**src/design/rxsw_params.svh**
```systemverilog
// Offsets, field positions, reset values and limits of the rx status writeback
`ifndef RXSW_PARAMS_SVH
`define RXSW_PARAMS_SVH
`define RXSW_AW              8
`define RXSW_CH_W            3
`define RXSW_NUM_CH          8
`define RXSW_OFF_POLICY      8'h00
`define RXSW_OFF_LEN_LIMIT   8'h04
`define RXSW_OFF_HALT        8'h08
`define RXSW_OFF_INT_STATUS  8'h0C
`define RXSW_OFF_INT_MASK    8'h10
`define RXSW_RST_POLICY      4'h0
`define RXSW_RST_LEN_LIMIT   16'h05EE
`define RXSW_RST_MASK        4'h0
`define RXSW_MIN_LEN         16'h0040
`define RXSW_WORD3_OFS       32'h0000_000C
`define RXSW_F_FIRST         15
`define RXSW_F_EOP           14
`define RXSW_F_OWNER         13
`define RXSW_F_EOQ           12
`define RXSW_F_TDOWN         11
`define RXSW_F_FCS_INC       10
`define RXSW_F_JABBER        9
`define RXSW_F_OVERSIZE      8
`define RXSW_F_FRAGMENT      7
`define RXSW_F_UNDERSIZED    6
`define RXSW_F_CONTROL       5
`define RXSW_F_OVERRUN       4
`define RXSW_F_SYMBOL        3
`define RXSW_F_MISALIGN      2
`define RXSW_F_FCS_BAD       1
`define RXSW_F_MISS          0
`define RXSW_EV_WRITTEN      0
`define RXSW_EV_DROPPED      1
`define RXSW_EV_TDOWN        2
`define RXSW_EV_OVERRUN      3
`define RXSW_NUM_EV          4
`endif

```
**src/design/rxsw_pkg.sv**
```systemverilog
// Types shared by the rx status writeback modules
`include "rxsw_params.svh"
package rxsw_pkg;
    typedef struct packed {
        logic [31:0]            first_addr;
        logic [`RXSW_CH_W-1:0]  chan;
        logic [15:0]            len;
        logic                   fcs_kept;
        logic                   crc_err;
        logic                   code_err;
        logic                   align_err;
        logic                   overrun;
        logic                   ctrl;
        logic                   addr_match;
        logic                   single_buf;
        logic                   last_in_queue;
    } rxsw_frame_t;

    typedef struct packed {
        logic copy_all_frames_enable;
        logic copy_control_frames_enable;
        logic copy_short_frames_enable;
        logic copy_error_frames_enable;
    } rxsw_policy_t;

    typedef struct packed {
        logic        keep;
        logic [15:0] flags;
    } rxsw_class_t;

    typedef enum logic [2:0] {
        RXSW_IDLE  = 3'b001,
        RXSW_WRITE = 3'b010,
        RXSW_TDOWN = 3'b100
    } rxsw_state_t;
endpackage

```
**src/design/rxsw_writeback.sv**
```systemverilog
// Receive descriptor status writeback: classify, write word 3, teardown
//
// Function
// - Teardown marks first free descriptor done
// - Torn-down queue is halted, untouched until software restarts it
// - Flag FCS included when CRC kept
// - Jabber: too long plus CRC/code/alignment error
// - Jabber flag when error frames copied
// - Oversize flag when error frames copied
// - Fragment flag when error frames copied
// - Undersized flag when short frames copied
// - Control flag when control frames copied
// - Overrun flag on overrun-aborted reception
// - Symbol error flag when error frames copied
// - Misalignment flag when error frames copied
// - FCS bad flag when error frames copied
// - Filter miss flag under copy-all or on overrun frames
// - Start-of-packet descriptor carries all flags
// - Flags high half-word, length low half-word
`timescale 1ns/1ps
`default_nettype none
`include "rxsw_params.svh"
module rxsw_writeback (
    input  wire logic                   i_sys_clk,
    input  wire logic                   i_rstn,
    input  wire logic                   i_frame_valid,
    input  wire rxsw_pkg::rxsw_frame_t  i_frame,
    output logic                        o_frame_ready,
    output logic                        o_frame_drop,
    input  wire logic                   i_tdown_valid,
    input  wire logic [`RXSW_CH_W-1:0]  i_tdown_chan,
    input  wire logic [31:0]            i_tdown_addr,
    output logic                        o_tdown_ready,
    output logic                        o_mem_valid,
    output logic [31:0]                 o_mem_addr,
    output logic [31:0]                 o_mem_wdata,
    input  wire logic                   i_mem_ready,
    input  wire logic [`RXSW_AW-1:0]    i_reg_addr,
    input  wire logic [31:0]            i_reg_wdata,
    input  wire logic                   i_reg_wr,
    input  wire logic                   i_reg_rd,
    output logic [31:0]                 o_reg_rdata,
    output logic                        o_irq
);
    import rxsw_pkg::*;

    localparam int NCH = `RXSW_NUM_CH;
    localparam int NEV = `RXSW_NUM_EV;

    function automatic logic hit(input logic [`RXSW_AW-1:0] a,
                                 input logic [`RXSW_AW-1:0] ofs);
        hit = (a == ofs);
    endfunction

    // Register state
    rxsw_policy_t      rx_filter_policy_reg;
    logic [15:0]       rx_length_limit;
    logic [NCH-1:0]    halted;
    logic [NEV-1:0]    int_mask;
    logic [NEV-1:0]    int_status;

    // Engine state
    rxsw_state_t       state;
    rxsw_state_t       next_state;
    logic [`RXSW_CH_W-1:0] cur_chan;
    logic              cur_overrun;
    rxsw_class_t       cls;

    // Register decode
    wire wr_policy = i_reg_wr & hit(i_reg_addr, `RXSW_OFF_POLICY);
    wire wr_limit  = i_reg_wr & hit(i_reg_addr, `RXSW_OFF_LEN_LIMIT);
    wire wr_halt   = i_reg_wr & hit(i_reg_addr, `RXSW_OFF_HALT);
    wire wr_mask   = i_reg_wr & hit(i_reg_addr, `RXSW_OFF_INT_MASK);
    wire rd_status = i_reg_rd & hit(i_reg_addr, `RXSW_OFF_INT_STATUS);

    logic [31:0] rd_mux;
    always_comb begin
        rd_mux = 32'h0000_0000;
        unique case (1'b1)
            hit(i_reg_addr, `RXSW_OFF_POLICY):
                rd_mux[3:0] = rx_filter_policy_reg;
            hit(i_reg_addr, `RXSW_OFF_LEN_LIMIT):
                rd_mux[15:0] = rx_length_limit;
            hit(i_reg_addr, `RXSW_OFF_HALT):
                rd_mux[NCH-1:0] = halted;
            hit(i_reg_addr, `RXSW_OFF_INT_STATUS):
                rd_mux[NEV-1:0] = int_status;
            hit(i_reg_addr, `RXSW_OFF_INT_MASK):
                rd_mux[NEV-1:0] = int_mask;
            default:
                rd_mux = 32'h0000_0000;
        endcase
    end

    // Classification of the offered frame
    rxsw_classify u_classify (
        .i_frame     (i_frame),
        .i_policy    (rx_filter_policy_reg),
        .i_len_limit (rx_length_limit),
        .o_class     (cls)
    );

    // Handshakes
    wire tdown_take = i_tdown_valid & o_tdown_ready;
    wire frame_take = i_frame_valid & o_frame_ready & ~tdown_take;
    wire chan_halt  = halted[i_frame.chan];
    // A halted queue gets no descriptor at all, whatever the frame
    wire frame_wb   = frame_take & ~chan_halt & cls.keep;
    wire frame_drop = frame_take & ~frame_wb;
    wire mem_done   = o_mem_valid & i_mem_ready;

    // Status word: flags over length, owner bit left clear to release
    wire [31:0] frame_word = {cls.flags, i_frame.len};
    logic [15:0] td_flags;
    always_comb begin
        td_flags = 16'h0000;
        td_flags[`RXSW_F_TDOWN] = 1'b1;
    end
    wire [31:0] tdown_word = {td_flags, 16'h0000};

    // Next state
    always_comb begin
        next_state = state;
        unique case (state)
            RXSW_IDLE: begin
                if (tdown_take) begin
                    next_state = RXSW_TDOWN;
                end else if (frame_wb) begin
                    next_state = RXSW_WRITE;
                end
            end
            RXSW_WRITE: begin
                if (mem_done) begin
                    next_state = RXSW_IDLE;
                end
            end
            RXSW_TDOWN: begin
                if (mem_done) begin
                    next_state = RXSW_IDLE;
                end
            end
            default: next_state = RXSW_IDLE;
        endcase
    end

    // Ready only while the engine will be idle and starts no memory write now
    wire next_ready = (next_state == RXSW_IDLE) & ~tdown_take & ~frame_wb;

    // Events
    logic [NEV-1:0] events;
    always_comb begin
        events = '0;
        events[`RXSW_EV_WRITTEN] = mem_done & (state == RXSW_WRITE);
        events[`RXSW_EV_DROPPED] = frame_drop;
        events[`RXSW_EV_TDOWN]   = mem_done & (state == RXSW_TDOWN);
        events[`RXSW_EV_OVERRUN] = mem_done & (state == RXSW_WRITE)
                                   & cur_overrun;
    end

    // Halt set on teardown completion wins over a restart write
    logic [NCH-1:0] halt_set;
    always_comb begin
        halt_set = '0;
        if (events[`RXSW_EV_TDOWN]) begin
            halt_set[cur_chan] = 1'b1;
        end
    end
    wire [NCH-1:0] halt_clr  = wr_halt ? i_reg_wdata[NCH-1:0] : '0;
    wire [NCH-1:0] next_halt = (halted & ~halt_clr) | halt_set;

    // Registers
    always_ff @(posedge i_sys_clk) begin
        if (!i_rstn) begin
            rx_filter_policy_reg <= `RXSW_RST_POLICY;
            rx_length_limit      <= `RXSW_RST_LEN_LIMIT;
            int_mask             <= `RXSW_RST_MASK;
            halted               <= '0;
            o_reg_rdata          <= 32'h0000_0000;
        end else begin
            if (wr_policy) begin
                rx_filter_policy_reg <= i_reg_wdata[3:0];
            end
            if (wr_limit) begin
                rx_length_limit <= i_reg_wdata[15:0];
            end
            if (wr_mask) begin
                int_mask <= i_reg_wdata[NEV-1:0];
            end
            halted      <= next_halt;
            o_reg_rdata <= i_reg_rd ? rd_mux : 32'h0000_0000;
        end
    end

    // Engine
    always_ff @(posedge i_sys_clk) begin
        if (!i_rstn) begin
            state         <= RXSW_IDLE;
            o_frame_ready <= 1'b0;
            o_tdown_ready <= 1'b0;
            o_frame_drop  <= 1'b0;
            cur_chan      <= '0;
            cur_overrun   <= 1'b0;
        end else begin
            state         <= next_state;
            o_frame_ready <= next_ready;
            o_tdown_ready <= next_ready;
            o_frame_drop  <= frame_drop;
            if (tdown_take) begin
                cur_chan <= i_tdown_chan;
            end else if (frame_wb) begin
                cur_chan    <= i_frame.chan;
                cur_overrun <= i_frame.overrun;
            end
        end
    end

    // Memory write port: held until the memory takes it
    always_ff @(posedge i_sys_clk) begin
        if (!i_rstn) begin
            o_mem_valid <= 1'b0;
            o_mem_addr  <= 32'h0000_0000;
            o_mem_wdata <= 32'h0000_0000;
        end else if (tdown_take) begin
            o_mem_valid <= 1'b1;
            o_mem_addr  <= i_tdown_addr + `RXSW_WORD3_OFS;
            o_mem_wdata <= tdown_word;
        end else if (frame_wb) begin
            o_mem_valid <= 1'b1;
            o_mem_addr  <= i_frame.first_addr + `RXSW_WORD3_OFS;
            o_mem_wdata <= frame_word;
        end else if (mem_done) begin
            o_mem_valid <= 1'b0;
        end
    end

    // Interrupts
    rxsw_irq #(
        .N (NEV)
    ) u_irq (
        .i_sys_clk (i_sys_clk),
        .i_rstn    (i_rstn),
        .i_event   (events),
        .i_clear   (rd_status),
        .i_mask    (int_mask),
        .o_status  (int_status),
        .o_irq     (o_irq)
    );
endmodule
`default_nettype wire

```
**src/design/rxsw_classify.sv**
```systemverilog
// Frame classification into descriptor status flags and keep decision
`timescale 1ns/1ps
`default_nettype none
`include "rxsw_params.svh"
module rxsw_classify (
    input  wire rxsw_pkg::rxsw_frame_t  i_frame,
    input  wire rxsw_pkg::rxsw_policy_t i_policy,
    input  wire logic [15:0]            i_len_limit,
    output rxsw_pkg::rxsw_class_t       o_class
);
    import rxsw_pkg::*;
    wire any_err  = i_frame.crc_err | i_frame.code_err | i_frame.align_err;
    wire too_long = i_frame.len > i_len_limit;
    wire too_short = i_frame.len < `RXSW_MIN_LEN;
    wire jabber   = too_long & any_err;
    wire oversize = too_long & ~any_err;
    wire fragment = too_short & any_err;
    wire undersz  = too_short & ~any_err;
    wire err_cls  = any_err | too_long | fragment;
    wire miss     = ~i_frame.addr_match;
    // Overrun frames are always kept, so software sees the abort unless their queue is halted
    wire keep_err = ~err_cls | i_policy.copy_error_frames_enable;
    wire keep_sht = ~undersz | i_policy.copy_short_frames_enable;
    wire keep_ctl = ~i_frame.ctrl | i_policy.copy_control_frames_enable;
    wire keep_all = ~miss | i_policy.copy_all_frames_enable;
    wire keep     = i_frame.overrun | (keep_err & keep_sht & keep_ctl & keep_all);
    logic [15:0] f;
    always_comb begin
        f                       = 16'h0000;
        f[`RXSW_F_FIRST]        = 1'b1;
        f[`RXSW_F_EOP]          = i_frame.single_buf;
        f[`RXSW_F_EOQ]          = i_frame.single_buf & i_frame.last_in_queue;
        f[`RXSW_F_FCS_INC]      = i_frame.fcs_kept;
        f[`RXSW_F_JABBER]       = jabber;
        f[`RXSW_F_OVERSIZE]     = oversize;
        f[`RXSW_F_FRAGMENT]     = fragment;
        f[`RXSW_F_UNDERSIZED]   = undersz;
        f[`RXSW_F_CONTROL]      = i_frame.ctrl;
        f[`RXSW_F_OVERRUN]      = i_frame.overrun;
        f[`RXSW_F_SYMBOL]       = i_frame.code_err;
        f[`RXSW_F_MISALIGN]     = i_frame.align_err;
        f[`RXSW_F_FCS_BAD]      = i_frame.crc_err;
        f[`RXSW_F_MISS]         = miss & ~err_cls & ~undersz;
    end
    assign o_class = '{keep: keep, flags: f};
endmodule
`default_nettype wire

```
**src/design/rxsw_irq.sv**
```systemverilog
// Sticky event status, mask and level interrupt
`timescale 1ns/1ps
`default_nettype none
`include "rxsw_params.svh"
module rxsw_irq #(
    parameter int N = `RXSW_NUM_EV
) (
    input  wire logic         i_sys_clk,
    input  wire logic         i_rstn,
    input  wire logic [N-1:0] i_event,
    input  wire logic         i_clear,
    input  wire logic [N-1:0] i_mask,
    output logic [N-1:0]      o_status,
    output logic              o_irq
);
    // A new event in the clearing cycle survives the clear
    wire [N-1:0] next_status = (i_clear ? {N{1'b0}} : o_status) | i_event;
    always_ff @(posedge i_sys_clk) begin
        if (!i_rstn) begin
            o_status <= {N{1'b0}};
            o_irq    <= 1'b0;
        end else begin
            o_status <= next_status;
            o_irq    <= |(next_status & i_mask);
        end
    end
endmodule
`default_nettype wire

```
**config.mk**
```make
export PLATFORM = sky130hd
export DESIGN_NAME = rxsw_writeback
export DESIGN_NICKNAME = d
export VERILOG_FILES = /design/src/design/rxsw_pkg.sv /design/src/design/rxsw_writeback.sv /design/src/design/rxsw_classify.sv /design/src/design/rxsw_irq.sv
export VERILOG_INCLUDE_DIRS = /design/src /design/src/design
export SDC_FILE = /design/constraint.sdc
export NUM_CORES = 1
export LEC_CHECK = 0
export ABC_AREA = 1
export ABC_CLOCK_PERIOD_IN_PS = 3600
export BUFFER_PORTS_ARGS = -buffer_cell sky130_fd_sc_hd__buf_2
export CORE_MARGIN = 1.5
export CORE_UTILIZATION = 45
export CTS_BUF_LIST = sky130_fd_sc_hd__clkbuf_16
export DETAILED_ROUTE_END_ITERATION = 12
export PLACE_DENSITY = 0.73
export SYNTH_ARGS = -nofsm -noshare
export SYNTH_HDL_FRONTEND = slang
export SYNTH_HIERARCHICAL = 1
export SYNTH_SLANG_ARGS = --single-unit
export TNS_END_PERCENT = 100
```
**constraint.sdc**
```tcl
create_clock -name i_sys_clk -period 3.6 [get_ports i_sys_clk]
set_clock_uncertainty 0.15 [all_clocks]
set_input_delay 0 -clock i_sys_clk [delete_from_list [all_inputs] [get_ports i_sys_clk]]
set_output_delay 0 -clock i_sys_clk [all_outputs]
set_load 0.1 [all_outputs]
```
==> Word level (Yosys, flattened, before mapping) <==
Cells that the tools add are included.
{ "classes": {"n_mux": 22, "n_addsub": 2, "shifts": 0, "n_lt_le_gt_ge": 5, "eq_ne": 8, "bitwise": 50, "n_div": 0, "reduce_logical": 10, "multipliers": 0} }
{ "op_table": {"columns": ["cell", "count"], "rows": [
  ["adder 32 x 4 -> 32 bit, second input constant", 2],
  ["two-way mux 32 bit", 2],
  ["two-way mux 28 bit", 2],
  ["AND 1 bit", 27],
  ["case mux 4 bit (5 select lines)", 1],
  ["== test 8 x 4 -> 1 bit, second input constant", 2],
  ["> comparator 16 bit", 1],
  ["< comparator 16 x 7 -> 1 bit, second input constant", 1],
  ["two-way mux 8 bit", 2],
  ["two-way mux 3 bit", 5],
  ["NOT 1 bit", 9],
  ["OR 1 bit", 9],
  ["AND 8 bit", 1],
  ["== test 8 x 3 -> 1 bit, second input constant", 1],
  ["== test 8 x 5 -> 1 bit, second input constant", 1],
  ["logical NOT 8 bit", 1],
  ["< comparator 3 x 4 -> 1 bit, second input constant", 2],
  ["NOT 8 bit", 1],
  ["OR 8 bit", 1],
  ["case mux 4 bit (2 select lines)", 1],
  ["== test 3 x 1 -> 1 bit, second input constant", 2],
  ["case mux 3 bit (2 select lines)", 1],
  ["two-way mux 1 bit", 5],
  ["AND 4 bit", 1],
  ["other kinds (14)", 16]
]} }
{ "totals": {"input_bits": 142, "mem_count": 0, "latchBits": 0, "ramBits": 0, "rom_bits": 0, "output_inout_bits": 101, "register_bits": 142} }

==> Longest topological paths before layout <==
Gate-level depths: netlist of the first run.
{ "logic_depth": {"ltp_word": 17, "ltp_mapped": 29} }

==> Hierarchy <==
Netlist of the first run, hierarchy kept.
{ "modules_own_cells": {"columns": ["mod", "area_per_inst_um2", "instances", "cells_each"], "rows": [
  ["rxsw_writeback", 6262.3, 1, 915],
  ["rxsw_classify", 709.4, 1, 117],
  ["rxsw_irq", 202.7, 1, 31]
]} }

==> Worst setup path before layout of the first run <==
OpenSTA, ideal clock, no wires.
{ "synth_timing": {"path_kind": "register -> register", "start": "register o_tdown_ready", "end": "register o_mem_addr[20]", "slack_ns": 0.795, "required_ns": 3.328, "n_path_buf": 1, "t_arrival_ns": 2.533, "setup_time_ns": 0.122, "period_less_slack_ns": 2.805, "stages_incl_launch_ff": 14, "cell_sequence": "dfxtp_1 nand2_4 buf_6 nand2_1 nand2_1 ha_1 nor2_1 nand2_2 nor2_4 nand2_1 nor2_1 nand3_1 nand2_1 a21oi_1"} }
{ "synth_between": {"elab_chain_cells": 6, "elab_cells_between_ends": 8, "cone_classes": "mux: 1; bitwise: 6; reduce/logical: 1"} }
{ "synth_rtl": {"columns": ["element", "line", "text"], "rows": [
  ["start: declaration", "rxsw_writeback.sv:33", "output logic o_tdown_ready,"],
  ["start signal: assignment", "rxsw_writeback.sv:206", "o_tdown_ready <= next_ready;"],
  ["AND 1 bit", "rxsw_writeback.sv:104", "wire tdown_take = i_tdown_valid & o_tdown_ready;"],
  ["NOT 1 bit (no source line)", null, null],
  ["AND 1 bit", "rxsw_writeback.sv:105", "wire frame_take = i_frame_valid & o_frame_ready & ~tdown_take;"],
  ["AND 1 bit (2 in a row)", "rxsw_writeback.sv:108", "wire frame_wb = frame_take & ~chan_halt & cls.keep;"],
  ["nonzero test 2 bit (no source line)", null, null],
  ["end signal: assignment", "rxsw_writeback.sv:225", "o_mem_addr <= i_tdown_addr + `RXSW_WORD3_OFS;"],
  ["end signal: assignment", "rxsw_writeback.sv:229", "o_mem_addr <= i_frame.first_addr + `RXSW_WORD3_OFS;"],
  ["end: declaration", "rxsw_writeback.sv:35", "output logic [31:0] o_mem_addr,"]
]} }
Several ways; a longest one is shown, not always the timed one.
A chain may end at the register's enable or synchronous reset.

==> Worst setup path in the final report of the first run <==
{ "layout_timing": {"start": "input port i_reg_addr[7]", "end": "register o_reg_rdata[0]"} }
{ "layout_between": {"elab_chain_cells": 2, "elab_cells_between_ends": 6, "cone_classes": "eq/ne: 4; mux: 1; reduce/logical: 1"} }
{ "layout_rtl": {"columns": ["element", "line", "text"], "rows": [
  ["start: declaration", "rxsw_writeback.sv:38", "input wire logic [`RXSW_AW-1:0] i_reg_addr,"],
  ["== test 8 x 5 -> 1 bit, or another cell as far along", "rxsw_writeback.sv:52", "hit = (a == ofs);"],
  ["case mux 4 bit (5 select lines) *", "rxsw_writeback.sv:79", "unique case (1'b1)"],
  ["end signal: assignment", "rxsw_writeback.sv:190", "o_reg_rdata <= i_reg_rd ? rd_mux : 32'h0000_0000;"],
  ["end: declaration", "rxsw_writeback.sv:42", "output logic [31:0] o_reg_rdata,"]
]} }
Mark *: on every way between the ends. The rest lies on a longest branch, timed or not.

==> results of run 1 <==
-- cell families (layout without fill, tap and decap cells) --
| kind of cell | Yosys count | count (layout) | share of synthesized area (%) |
|---|---|---|---|
| adder cells (fa/ha/maj) | 17 | 17 | 2.96 |
| flip-flops | 127 | 127 | 35.4 |
| AO/OA/AOI/OAI | 183 | 183 | 13.9 |
| AND/OR/NAND/NOR | 506 | 506 | 32.0 |
| other | 3 | 19 | 0.157 |
| buffers and inverters | 216 | 524 | 14.2 |
| XOR/XNOR | 11 | 11 | 1.34 |
-- power groups by stage --
stage	clock network [mW]	registers [mW]	logic, mW
finish	1.77	1.62	2.26
global route	1.85	1.63	2.40
CTS	1.79	1.61	2.17
detailed placement	0	1.64	2.01
global placement	0	1.64	1.99
floorplan	0	2.44	0.885
-- area by class of cell --
type,count,area share [%]
multi-input combinational,736,36.5
sequential,127,25.1
timing repair buffer,348,24.4
inverter,144,5.37
clock buffer,17,4.21
tap,211,2.61
clock inverter,15,1.82
-- cells in the final DEF, fill, tap and decap left out, types with 22 or more instances in the layout --
cell type / n
dlygate4sd3_1: 126
o21ai_0: 59
nor2_1: 69
a21oi_1: 88
buf_2: 210
inv_1: 136
dfxtp_1: 127
nand3_1: 70
nand2_1: 275
nand4_1: 22
-- through the flow --
step / cells / setup WS, ps
6_report: 1598 / 94.4
5_1_grt: 1598 / 11.2
4_1_cts: 1591 / 19.6
3_5_place_dp: 1433 / 508
3_3_place_gp: 1433 / 557
2_1_floorplan: 1079 / 795
-- worst max-delay path by stage --
stage / end / startpoint
global route: o_reg_rdata[0] / i_reg_addr[7]
finish: o_reg_rdata[0] / i_reg_addr[7]
floorplan: o_mem_addr[20] / o_tdown_ready
detailed placement: o_mem_addr[23] / rx_length_limit[11]
global placement: o_mem_addr[23] / rx_length_limit[3]
CTS: o_mem_addr[0] / rx_length_limit[11]
-- worst reg2reg max path, delay by kind of cell, from the launching register on --
family / cells / cell delay (ps)
buffers and inverters: 4 / 940
and+or+nand+nor: 11 / 1090
adders and majority gates: 1 / 300
DFF: 1 / 330
AOI/OAI and AO/OA: 3 / 420
-- per-layer routing --
metal,global-route usage (%),wire [µm],up-vias
li1,-,-,4002
met1,29.4,9010,3728
met2,48.0,11300,332
met3,6.15,1680,60
met4,10.8,663,0
met5,0,0,-
-- what timing repair did --
item,CTS,global route
hold buffers,126,0
setup buffers,0,5
gates resized for setup,0,7
setup endpoints to repair,0,7
endpoints found under the hold margin,109,0
==> out/metrics.cfg, run 1 <==
[run_status]
outcome=finished clean

[power_and_ir_drop]
finalPower_mw=5.65
clkPwrFrac_pct=31.3
internal_power_mw=3.20
power_frac_seq_pct=28.6
p_switching_mw=2.45
ir_worst_vdd_mv=0.613
pwr_density_cell_nw_per_um2=558
power_frac_comb_pct=40.0
p_leak_nw=5.01
swShare_pct=43.4

[worst_setup_path]
reg2reg_depth=19
cp_top_family=buffers and inverters
cp-end-kind=flip-flop
worst_path_most_repeated_cell=dlygate4sd3_1
crit_buf_inv=7
crit_chain=dlygate4sd3_1, buf_2, nor2_1, dlygate4sd3_1, nand2_1, nor2_1, inv_1, nor3_1, dlygate4sd3_1, nand2_1, inv_1, dlygate4sd3_1, nand3_1, a31oi_1
slowest_delay_ps=640
arrival_ps=3690
required_ps=3790
critPathSlowestCell=dlygate4sd3_1
crit_path_max_fanout=4
crit_type=in -> reg
worst-path-stages=14
start_kind=primary input
r2r-start=rx_length_limit[11]
reg2reg_to=o_mem_addr[1]
reg2reg_setup_slack_ps=260

[clock_network]
clockRootBuffer=clkbuf_16
clkLatencyLatePin_ps=420
clockBufferDepth=2
cts_buffers=17
clk_pin_slew_ps=60
cts_tree=built
cts.sinks=127
cts_max_level=4

[timing]
tns_ps=0
period_needed_ps=3510
setup_viol=0
drv_slew=0
holdWs_ps=19.0
rsz0062_at_grt=no
max_freq_ghz=0.285
period_share_pct=97.4
hold_violations=0
relSlewSlack_pct=30.3
worstMarginPinSlew_ps=1040

[global_routing]
grt_pass1_wl_mm=34.8
grt_max_degree=58
antenna_found_initial=0
grt_pass1_vias=7556
grt_usage_pct=26.3
gr-total-overflow=0

[floorplan]
core_area_um2=15400
die-height_um=129
io_pins=243
start_util_pct=46.7
die_w_um=129
die_area_um2=16700
row_count=45

[job]
max-cap-violations=0

[logic_synthesis]
ys_seq_area_share_pct=35.4
synth_cell_types=42
synth_common_cells=nand2_1 (277), inv_1 (136), dfxtp_1 (127), a21oi_1 (88), nand3_1 (71)
ys_warn_count=6
netlist.area_leader.share_pct=35.4
synth_area_per_cell_um2=6.75
synth_edf_count=0
yosysTopAreaCell=dfxtp_1
async_flop_share_pct=0
netlist_area_um2=7170
ys.flop_type=dfxtp_1
netlist_instances=1063
yosysMostFrequentCell=nand2_1
synth_seq_cells=127
synth_area_leaders=dfxtp_1 (35%), nand2_1 (14%), inv_1 (7.1%)

[finish]
final_nets=1533
multi_input_area_um2=3690
area.growth.synth_to_final_pct=40.9
finish.utilization_pct=65.8
fillCellCount=1289
reg.largest.list=o_mem_addr (32), o_mem_wdata (32)
final_area_um2=10100
n_antenna_cell=0
drive_gt1_share_pct=23.1
seqCellArea_um2=2540

[hold_path]
hp-class=in -> reg
hp-start=i_tdown_addr[28]
hold-path-endpoint=o_mem_addr[28]
worstHoldPathCells=8

[routing]
vias=8122
drt_first_pass_iters=8
routed_via_density=5.08
dr.first_iter.drc_count=476
drt-total-wl_mm=22.7
post-route-drc-count=0
routedWlPerCell_um=14.2
drtAntennaViolNets=0

[placed_design]
port_buffers=210
dp.final_hpwl_mm=14.9
place_congestion=0.929
placed_cell_area_um2=8130

Power figures use the tool's default switching activity.
==> run 2, diff against run 1 <==
--- a/config.mk
+++ b/config.mk
@@ -6,14 +6,14 @@
 export SDC_FILE = /design/constraint.sdc
 export NUM_CORES = 1
 export LEC_CHECK = 0
-export ABC_AREA = 1
+export ABC_AREA = 0
 export ABC_CLOCK_PERIOD_IN_PS = 3600
 export BUFFER_PORTS_ARGS = -buffer_cell sky130_fd_sc_hd__buf_2
 export CORE_MARGIN = 1.5
 export CORE_UTILIZATION = 45
 export CTS_BUF_LIST = sky130_fd_sc_hd__clkbuf_16
 export DETAILED_ROUTE_END_ITERATION = 12
-export PLACE_DENSITY = 0.73
+export PLACE_DENSITY = 0.74
 export SYNTH_ARGS = -nofsm -noshare
 export SYNTH_HDL_FRONTEND = slang
 export SYNTH_HIERARCHICAL = 1
==> out/metrics.cfg, run 2 <==
[power_and_ir_drop]
pwr_density_cell_nw_per_um2=413  ; was 558 nW/µm²
p_leak_nw=4.21  ; was 5.01 nW
ir_worst_vdd_mv=0.316  ; was 0.613 mV

[floorplan]
start_util_pct=46.1  ; was 46.7%
io_pins=243  ; unchanged
die_area_um2=15600  ; was 16700 µm²
die_w_um=125  ; was 129 µm
core_area_um2=14500  ; was 15400 µm²
die-height_um=125  ; was 129 µm
row_count=44  ; was 45

[timing]
worstMarginPinSlew_ps=1080  ; was 1040 ps
holdWs_ps=39.6  ; was 19.0 ps
period_needed_ps=3480  ; was 3510 ps
rsz0062_at_grt=yes  ; was no
period_share_pct=96.7  ; was 97.4%
max_freq_ghz=0.287  ; was 0.285 GHz
hold_violations=0  ; unchanged
relSlewSlack_pct=27.6  ; was 30.3%
drv_slew=0  ; unchanged
setup_viol=0  ; unchanged

[routing]
dr.first_iter.drc_count=430  ; was 476
routed_via_density=5.43  ; was 5.08
drtAntennaViolNets=0  ; unchanged
drt-total-wl_mm=21.8  ; was 22.7 mm
post-route-drc-count=0  ; unchanged
vias=7199  ; was 8122
routedWlPerCell_um=16.4  ; was 14.2 µm
drt_first_pass_iters=5  ; was 8

[clock_network]
cts.sinks=127  ; unchanged
clk_pin_slew_ps=60  ; about the same
clockBufferDepth=2  ; unchanged
cts_buffers=17  ; unchanged
cts_max_level=4  ; unchanged
clockRootBuffer=clkbuf_16  ; unchanged
cts_tree=built  ; unchanged
clkLatencyLatePin_ps=420  ; about the same

[finish]
finish.utilization_pct=66.0  ; was 65.8%
final_cell_mix=buf_2 (210), nand2_1 (161), dfxtp_1 (126)  ; was nand2_1 (275), buf_2 (210), inv_1 (136)
drive_gt1_share_pct=25.8  ; was 23.1%
area.growth.synth_to_final_pct=43.1  ; was 40.9%
final_nets=1286  ; was 1533
final_area_um2=9550  ; was 10100 µm²
fillCellCount=1172  ; was 1289
layout_commonest_cell=buf_2  ; was nand2_1
reg.largest.list=o_mem_addr (32), o_mem_wdata (32)  ; unchanged
finalNonFillerCells=1325  ; was 1598

[global_routing]
gr-total-overflow=0  ; unchanged
grt_pass1_wl_mm=34.8  ; about the same
grt_usage_pct=27.7  ; was 26.3%
antenna_found_initial=1  ; was 0
grt_max_degree=35  ; was 58
grt_pass1_vias=7172  ; was 7556

[placed_design]
dp.final_hpwl_mm=13.9  ; was 14.9 mm
dp.cells=1168  ; was 1433
placed_cell_area_um2=7680  ; was 8130 µm²
place_congestion=0.864  ; was 0.929
port_buffers=210  ; unchanged

[logic_synthesis]
synth_common_cells=nand2_1 (162), dfxtp_1 (127), a21oi_1 (82), nor2_1 (49), nand3_1 (42)  ; was nand2_1 (277), inv_1 (136), dfxtp_1 (127), a21oi_1 (88), nand3_1 (71)
netlist.area_leader.share_pct=38.1  ; was 35.4%
netlist_instances=825  ; was 1063
ys_warn_count=6  ; unchanged
yosysMostFrequentCell=nand2_1  ; unchanged
yosysTopAreaCell=dfxtp_1  ; unchanged
synth_seq_cells=127  ; unchanged
async_flop_share_pct=0  ; unchanged
synth_area_per_cell_um2=8.09  ; was 6.75 µm²
ys.flop_type=dfxtp_1  ; unchanged
synth_cell_types=68  ; was 42
ys_seq_area_share_pct=38.1  ; was 35.4%
synth_area_leaders=dfxtp_1 (38%), nand2_1 (9.1%), a21oi_1 (6.2%)  ; was dfxtp_1 (35%), nand2_1 (14%), inv_1 (7.1%)
synth_edf_count=0  ; unchanged
netlist_area_um2=6670  ; was 7170 µm²

[worst_setup_path]
critPathSlowestCell=dlygate4sd3_1  ; unchanged
worst-path-stages=14  ; unchanged
crit_buf_inv=3  ; was 7
slowest_delay_ps=550  ; was 640 ps
cp_top_family=simple AND/OR/NAND/NOR gates  ; was buffers and inverters
reg2reg_to=o_mem_addr[6]  ; was o_mem_addr[1]
reg2reg_depth=14  ; was 19
reg2reg_setup_slack_ps=120  ; was 260 ps
cp-end-kind=flip-flop  ; unchanged
required_ps=3760  ; was 3790 ps
arrival_ps=3640  ; was 3690 ps
start_kind=flip-flop  ; was primary input
crit_chain=inv_1, ha_1, nand4_2, nor4_2, nor3_1, a21oi_2, nand4b_1, nor3_4, buf_4, nor2_4, nand2_1, o211ai_1, and3_1, dlygate4sd3_1  ; was dlygate4sd3_1, buf_2, nor2_1, dlygate4sd3_1, nand2_1, nor2_1, inv_1, nor3_1, dlygate4sd3_1, nand2_1, inv_1, dlygate4sd3_1, nand3_1, a31oi_1
crit_type=reg -> reg  ; was in -> reg
crit_path_max_fanout=9  ; was 4
r2r-start=rx_length_limit[15]  ; was rx_length_limit[11]

[hold_path]
worstHoldPathCells=5  ; was 8
hp-start=i_frame[40]  ; was i_tdown_addr[28]
hp-class=in -> reg  ; unchanged
hold-path-endpoint=o_mem_addr[12]  ; was o_mem_addr[28]

[job]
max-cap-violations=0  ; unchanged

[run_status]
outcome=finished clean  ; unchanged

[run 2: cell families (layout without fill, tap and decap cells)]
logic type | Yosys count | count (layout) | synth area share (%)
AOI/OAI and AO/OA | 159 | 159 | 14.9
xor gates and xnor gates | 14 | 14 | 1.84
adders and majority gates | 17 | 17 | 3.19
buffers and inverters | 101 | 400 | 7.97
DFF | 127 | 127 | 38.1
muxes | 37 | 37 | 6.83
other | 3 | 20 | 0.169
and+or+nand+nor | 367 | 367 | 27.0
[run 2: how the worst max path moves through the flow]
stage	from	slack [ps]	end
4_1_cts	rx_length_limit[7]	10	o_mem_addr[6]
3_3_place_gp	rx_length_limit[14]	170	o_mem_addr[29]
6_report	rx_length_limit[15]	120	o_mem_addr[6]
5_1_grt	rx_length_limit[14]	-50	o_mem_addr[6]
2_1_floorplan	o_tdown_ready	20	o_mem_addr[18]
3_5_place_dp	rx_length_limit[7]	70	o_mem_addr[27]
[run 2: area by class of cell]
class	count	area (µm²)	area share, %
sequential	127	2550	26.7
clock buffer	17	425	4.45
tap	184	230	2.41
multi-input combinational	613	3720	39.0
timing repair buffer	346	2390	25.0
inverter	22	82.6	0.865
clock inverter	15	149	1.56
antenna	1	2.50	0.0262
[run 2: worst min-delay path, stage by stage]
cell,delay [ps]
buf_2,90
mux2i_1,150
o21ai_0,110
nand3_1,80
a21oi_1,130
[run 2: power breakdown]
| part | switching, mW | total, mW | leakage (nW) | internal [mW] |
|---|---|---|---|---|
| logic | 0.549 | 0.814 | 2.90 | 0.265 |
| registers | 0.0270 | 1.47 | 1.03 | 1.44 |
| clock network | 0.648 | 1.66 | 0.273 | 1.01 |
[run 2: repair_timing]
action	CTS	global route
hold endpoints to repair	107	0
setup buffers	0	2
endpoints found under the setup margin	0	65
resized for setup	0	11
hold buffers	122	0
[run 2: stage by stage]
step | power (mW) | setup TNS, ps | worst slack (ps)
final | 3.94 | 0 | 118
after floorplan | 2.03 | 0 | 23.1
after global placement | 2.18 | 0 | 166
after CTS | 3.94 | 0 | 11.4
after detailed placement | 2.18 | 0 | 66.0
after global routing | 4.08 | -48.3 | -48.3
[run 2: layer usage]
metal  part of all wire (%)  vias up  routed length [µm]  track usage, %
li1                       -     3455                   -               -
met1                     40     3321                8640            31.8
met2                     49      368               10700            48.5
met3                    8.1       55                1760            6.79
met4                    2.9        0                 629            12.7
met5                      0        -                   0               0
==> run 3, diff against run 2 <==
--- a/config.mk
+++ b/config.mk
@@ -14,6 +14,7 @@
 export CTS_BUF_LIST = sky130_fd_sc_hd__clkbuf_16
 export DETAILED_ROUTE_END_ITERATION = 12
 export PLACE_DENSITY = 0.74
+export RECOVER_POWER = 50
 export SYNTH_ARGS = -nofsm -noshare
 export SYNTH_HDL_FRONTEND = slang
 export SYNTH_HIERARCHICAL = 1
==> out/metrics.cfg, run 3 (synthesized netlist as in run 2, its figures left out) <==
[global_routing]
gr-total-overflow=0  ; unchanged
grt_pass1_wl_mm=34.8  ; unchanged
antenna_found_initial=1  ; unchanged
grt_max_degree=35  ; unchanged
grt_pass1_vias=7172  ; unchanged
grt_usage_pct=27.7  ; unchanged

[worst_setup_path]
r2r-start=rx_length_limit[15]  ; unchanged
cp-end-kind=flip-flop  ; unchanged
start_kind=flip-flop  ; unchanged
required_ps=3760  ; about the same
crit_type=reg -> reg  ; unchanged
crit_path_max_fanout=9  ; unchanged
crit_start=rx_length_limit[15]  ; unchanged
arrival_ps=3650  ; was 3640 ps

[timing]
relSlewSlack_pct=18.5  ; was 27.6%
drv_slew=0  ; unchanged
hold_violations=0  ; unchanged
holdWs_ps=41.1  ; was 39.6 ps
period_needed_ps=3490  ; was 3480 ps
period_share_pct=97.1  ; was 96.7%
setup_slack_ps=106  ; was 118 ps
setup_viol=0  ; unchanged
rsz0062_at_grt=yes  ; unchanged
max_freq_ghz=0.286  ; was 0.287 GHz
worstMarginPinSlew_ps=1230  ; was 1080 ps
tns_ps=0  ; unchanged

[floorplan]
row_count=44  ; unchanged
die-height_um=125  ; unchanged
core_area_um2=14500  ; unchanged
start_util_pct=46.1  ; unchanged
io_pins=243  ; unchanged
die_area_um2=15600  ; unchanged
die_w_um=125  ; unchanged

[power_and_ir_drop]
ir_worst_vdd_mv=0.316  ; about the same
power_frac_seq_pct=37.3  ; was 37.2%
clkPwrFrac_pct=42.2  ; was 42.1%
p_switching_mw=1.23  ; was 1.22 mW
p_leak_nw=3.85  ; was 4.21 nW
internal_power_mw=2.71  ; was 2.72 mW
swShare_pct=31.1  ; was 31.0%
pwr_density_cell_nw_per_um2=417  ; was 413 nW/µm²
power_frac_comb_pct=20.5  ; was 20.7%

[finish]
final_nets=1286  ; unchanged
reg.largest.list=o_mem_addr (32), o_mem_wdata (32)  ; unchanged
final_cell_mix=nand2_1 (161), buf_2 (127), dfxtp_1 (126)  ; was buf_2 (210), nand2_1 (161), dfxtp_1 (126)
area.growth.synth_to_final_pct=41.5  ; was 43.1%
drive_gt1_share_pct=18.4  ; was 25.8%
layout_commonest_cell=nand2_1  ; was buf_2

[clock_network]
cts.sinks=127  ; unchanged
clk_pin_slew_ps=60  ; about the same
clockBufferDepth=2  ; unchanged
clockRootBuffer=clkbuf_16  ; unchanged
cts_max_level=4  ; unchanged
cts_tree=built  ; unchanged
cts_buffers=17  ; unchanged
clkLatencyLatePin_ps=420  ; about the same

[routing]
dr.first_iter.drc_count=417  ; was 430
routed_via_density=5.44  ; was 5.43
vias=7210  ; was 7199
drtAntennaViolNets=0  ; unchanged
post-route-drc-count=0  ; unchanged
drt-total-wl_mm=21.7  ; was 21.8 mm
drt_first_pass_iters=5  ; unchanged
routedWlPerCell_um=16.4  ; about the same

[hold_path]
hp-class=in -> reg  ; unchanged
hp-start=i_frame[40]  ; unchanged

[placed_design]
dpl_worst_slack_ps=66.0  ; unchanged
place_congestion=0.864  ; unchanged
dp.final_hpwl_mm=13.9  ; unchanged
port_buffers=210  ; unchanged

[job]
max-cap-violations=0  ; unchanged

[run_status]
outcome=finished clean  ; unchanged

==> run 3: changes by cell type in the layout (fill, tap and decap cells not counted) <==
cell | previous run | this run
buf_2 | 210 | 127
buf_4 | 13 | 12
clkbuf_1 | 0 | 84
==> run 3: worst paths after layout <==
kind	end	slack [ps]	cells past startpoint
hold reg to reg	o_mem_wdata[22]	300	2
setup / recovery	o_mem_addr[6]	110	14
hold / removal	o_mem_addr[12]	40	5
setup reg to reg	o_mem_addr[6]	110	14
==> run 3: what timing repair did <==
item / 4_1_cts / 5_1_grt
buffers inserted: 0 / 2
hold endpoints to repair: 107 / 0
hold buffers: 122 / 0
resized for setup: 0 / 11
setup endpoints to repair: 0 / 65
==> run 3: metal layers <==
layer | global-route usage, % | wire, µm
met2 | 48.5 | 10700
met3 | 6.79 | 1750
met5 | 0 | 0
met4 | 12.7 | 680
met1 | 31.8 | 8610
==> run 3: final cells by class <==
type	count	area, µm²
Antenna cell	1	2.50
Multi-Input combinational cell	613	3720
Clock buffer	17	425
Sequential cell	127	2550
Tap cell	184	230
Fill cell	1223	5040
Timing Repair Buffer	346	2280
Clock inverter	15	149
Inverter	22	82.6
==> run 3: metrics by stage <==
step	area, µm²	cells	power [mW]	util [%]
finish	9440	1325	3.93	65.2
CTS	9480	1322	3.94	65.5
detailed placement	7680	1168	2.18	53.1
global placement	7680	1168	2.18	53.1
floorplan	6730	841	2.03	-
global route	9440	1325	4.07	65.2
==> run 3: critical path, stage by stage (launching register included) <==
cell,delay (ps)
dfxtp_1,340
inv_1,70
ha_1,330
nand4_2,160
nor4_2,400
nor3_1,100
a21oi_2,180
nand4b_1,180
nor3_4,320
buf_4,180
nor2_4,70
nand2_1,70
o211ai_1,80
and3_1,200
dlygate4sd3_1,550
==> run 3: power groups by stage <==
stage / clock (mW) / sequential (mW) / combinational, mW
final: 1.66 / 1.47 / 0.805
after global routing: 1.75 / 1.47 / 0.849
after CTS: 1.68 / 1.47 / 0.792
after detailed placement: 0 / 1.50 / 0.686
after global placement: 0 / 1.50 / 0.681
after floorplan: 0 / 1.69 / 0.333
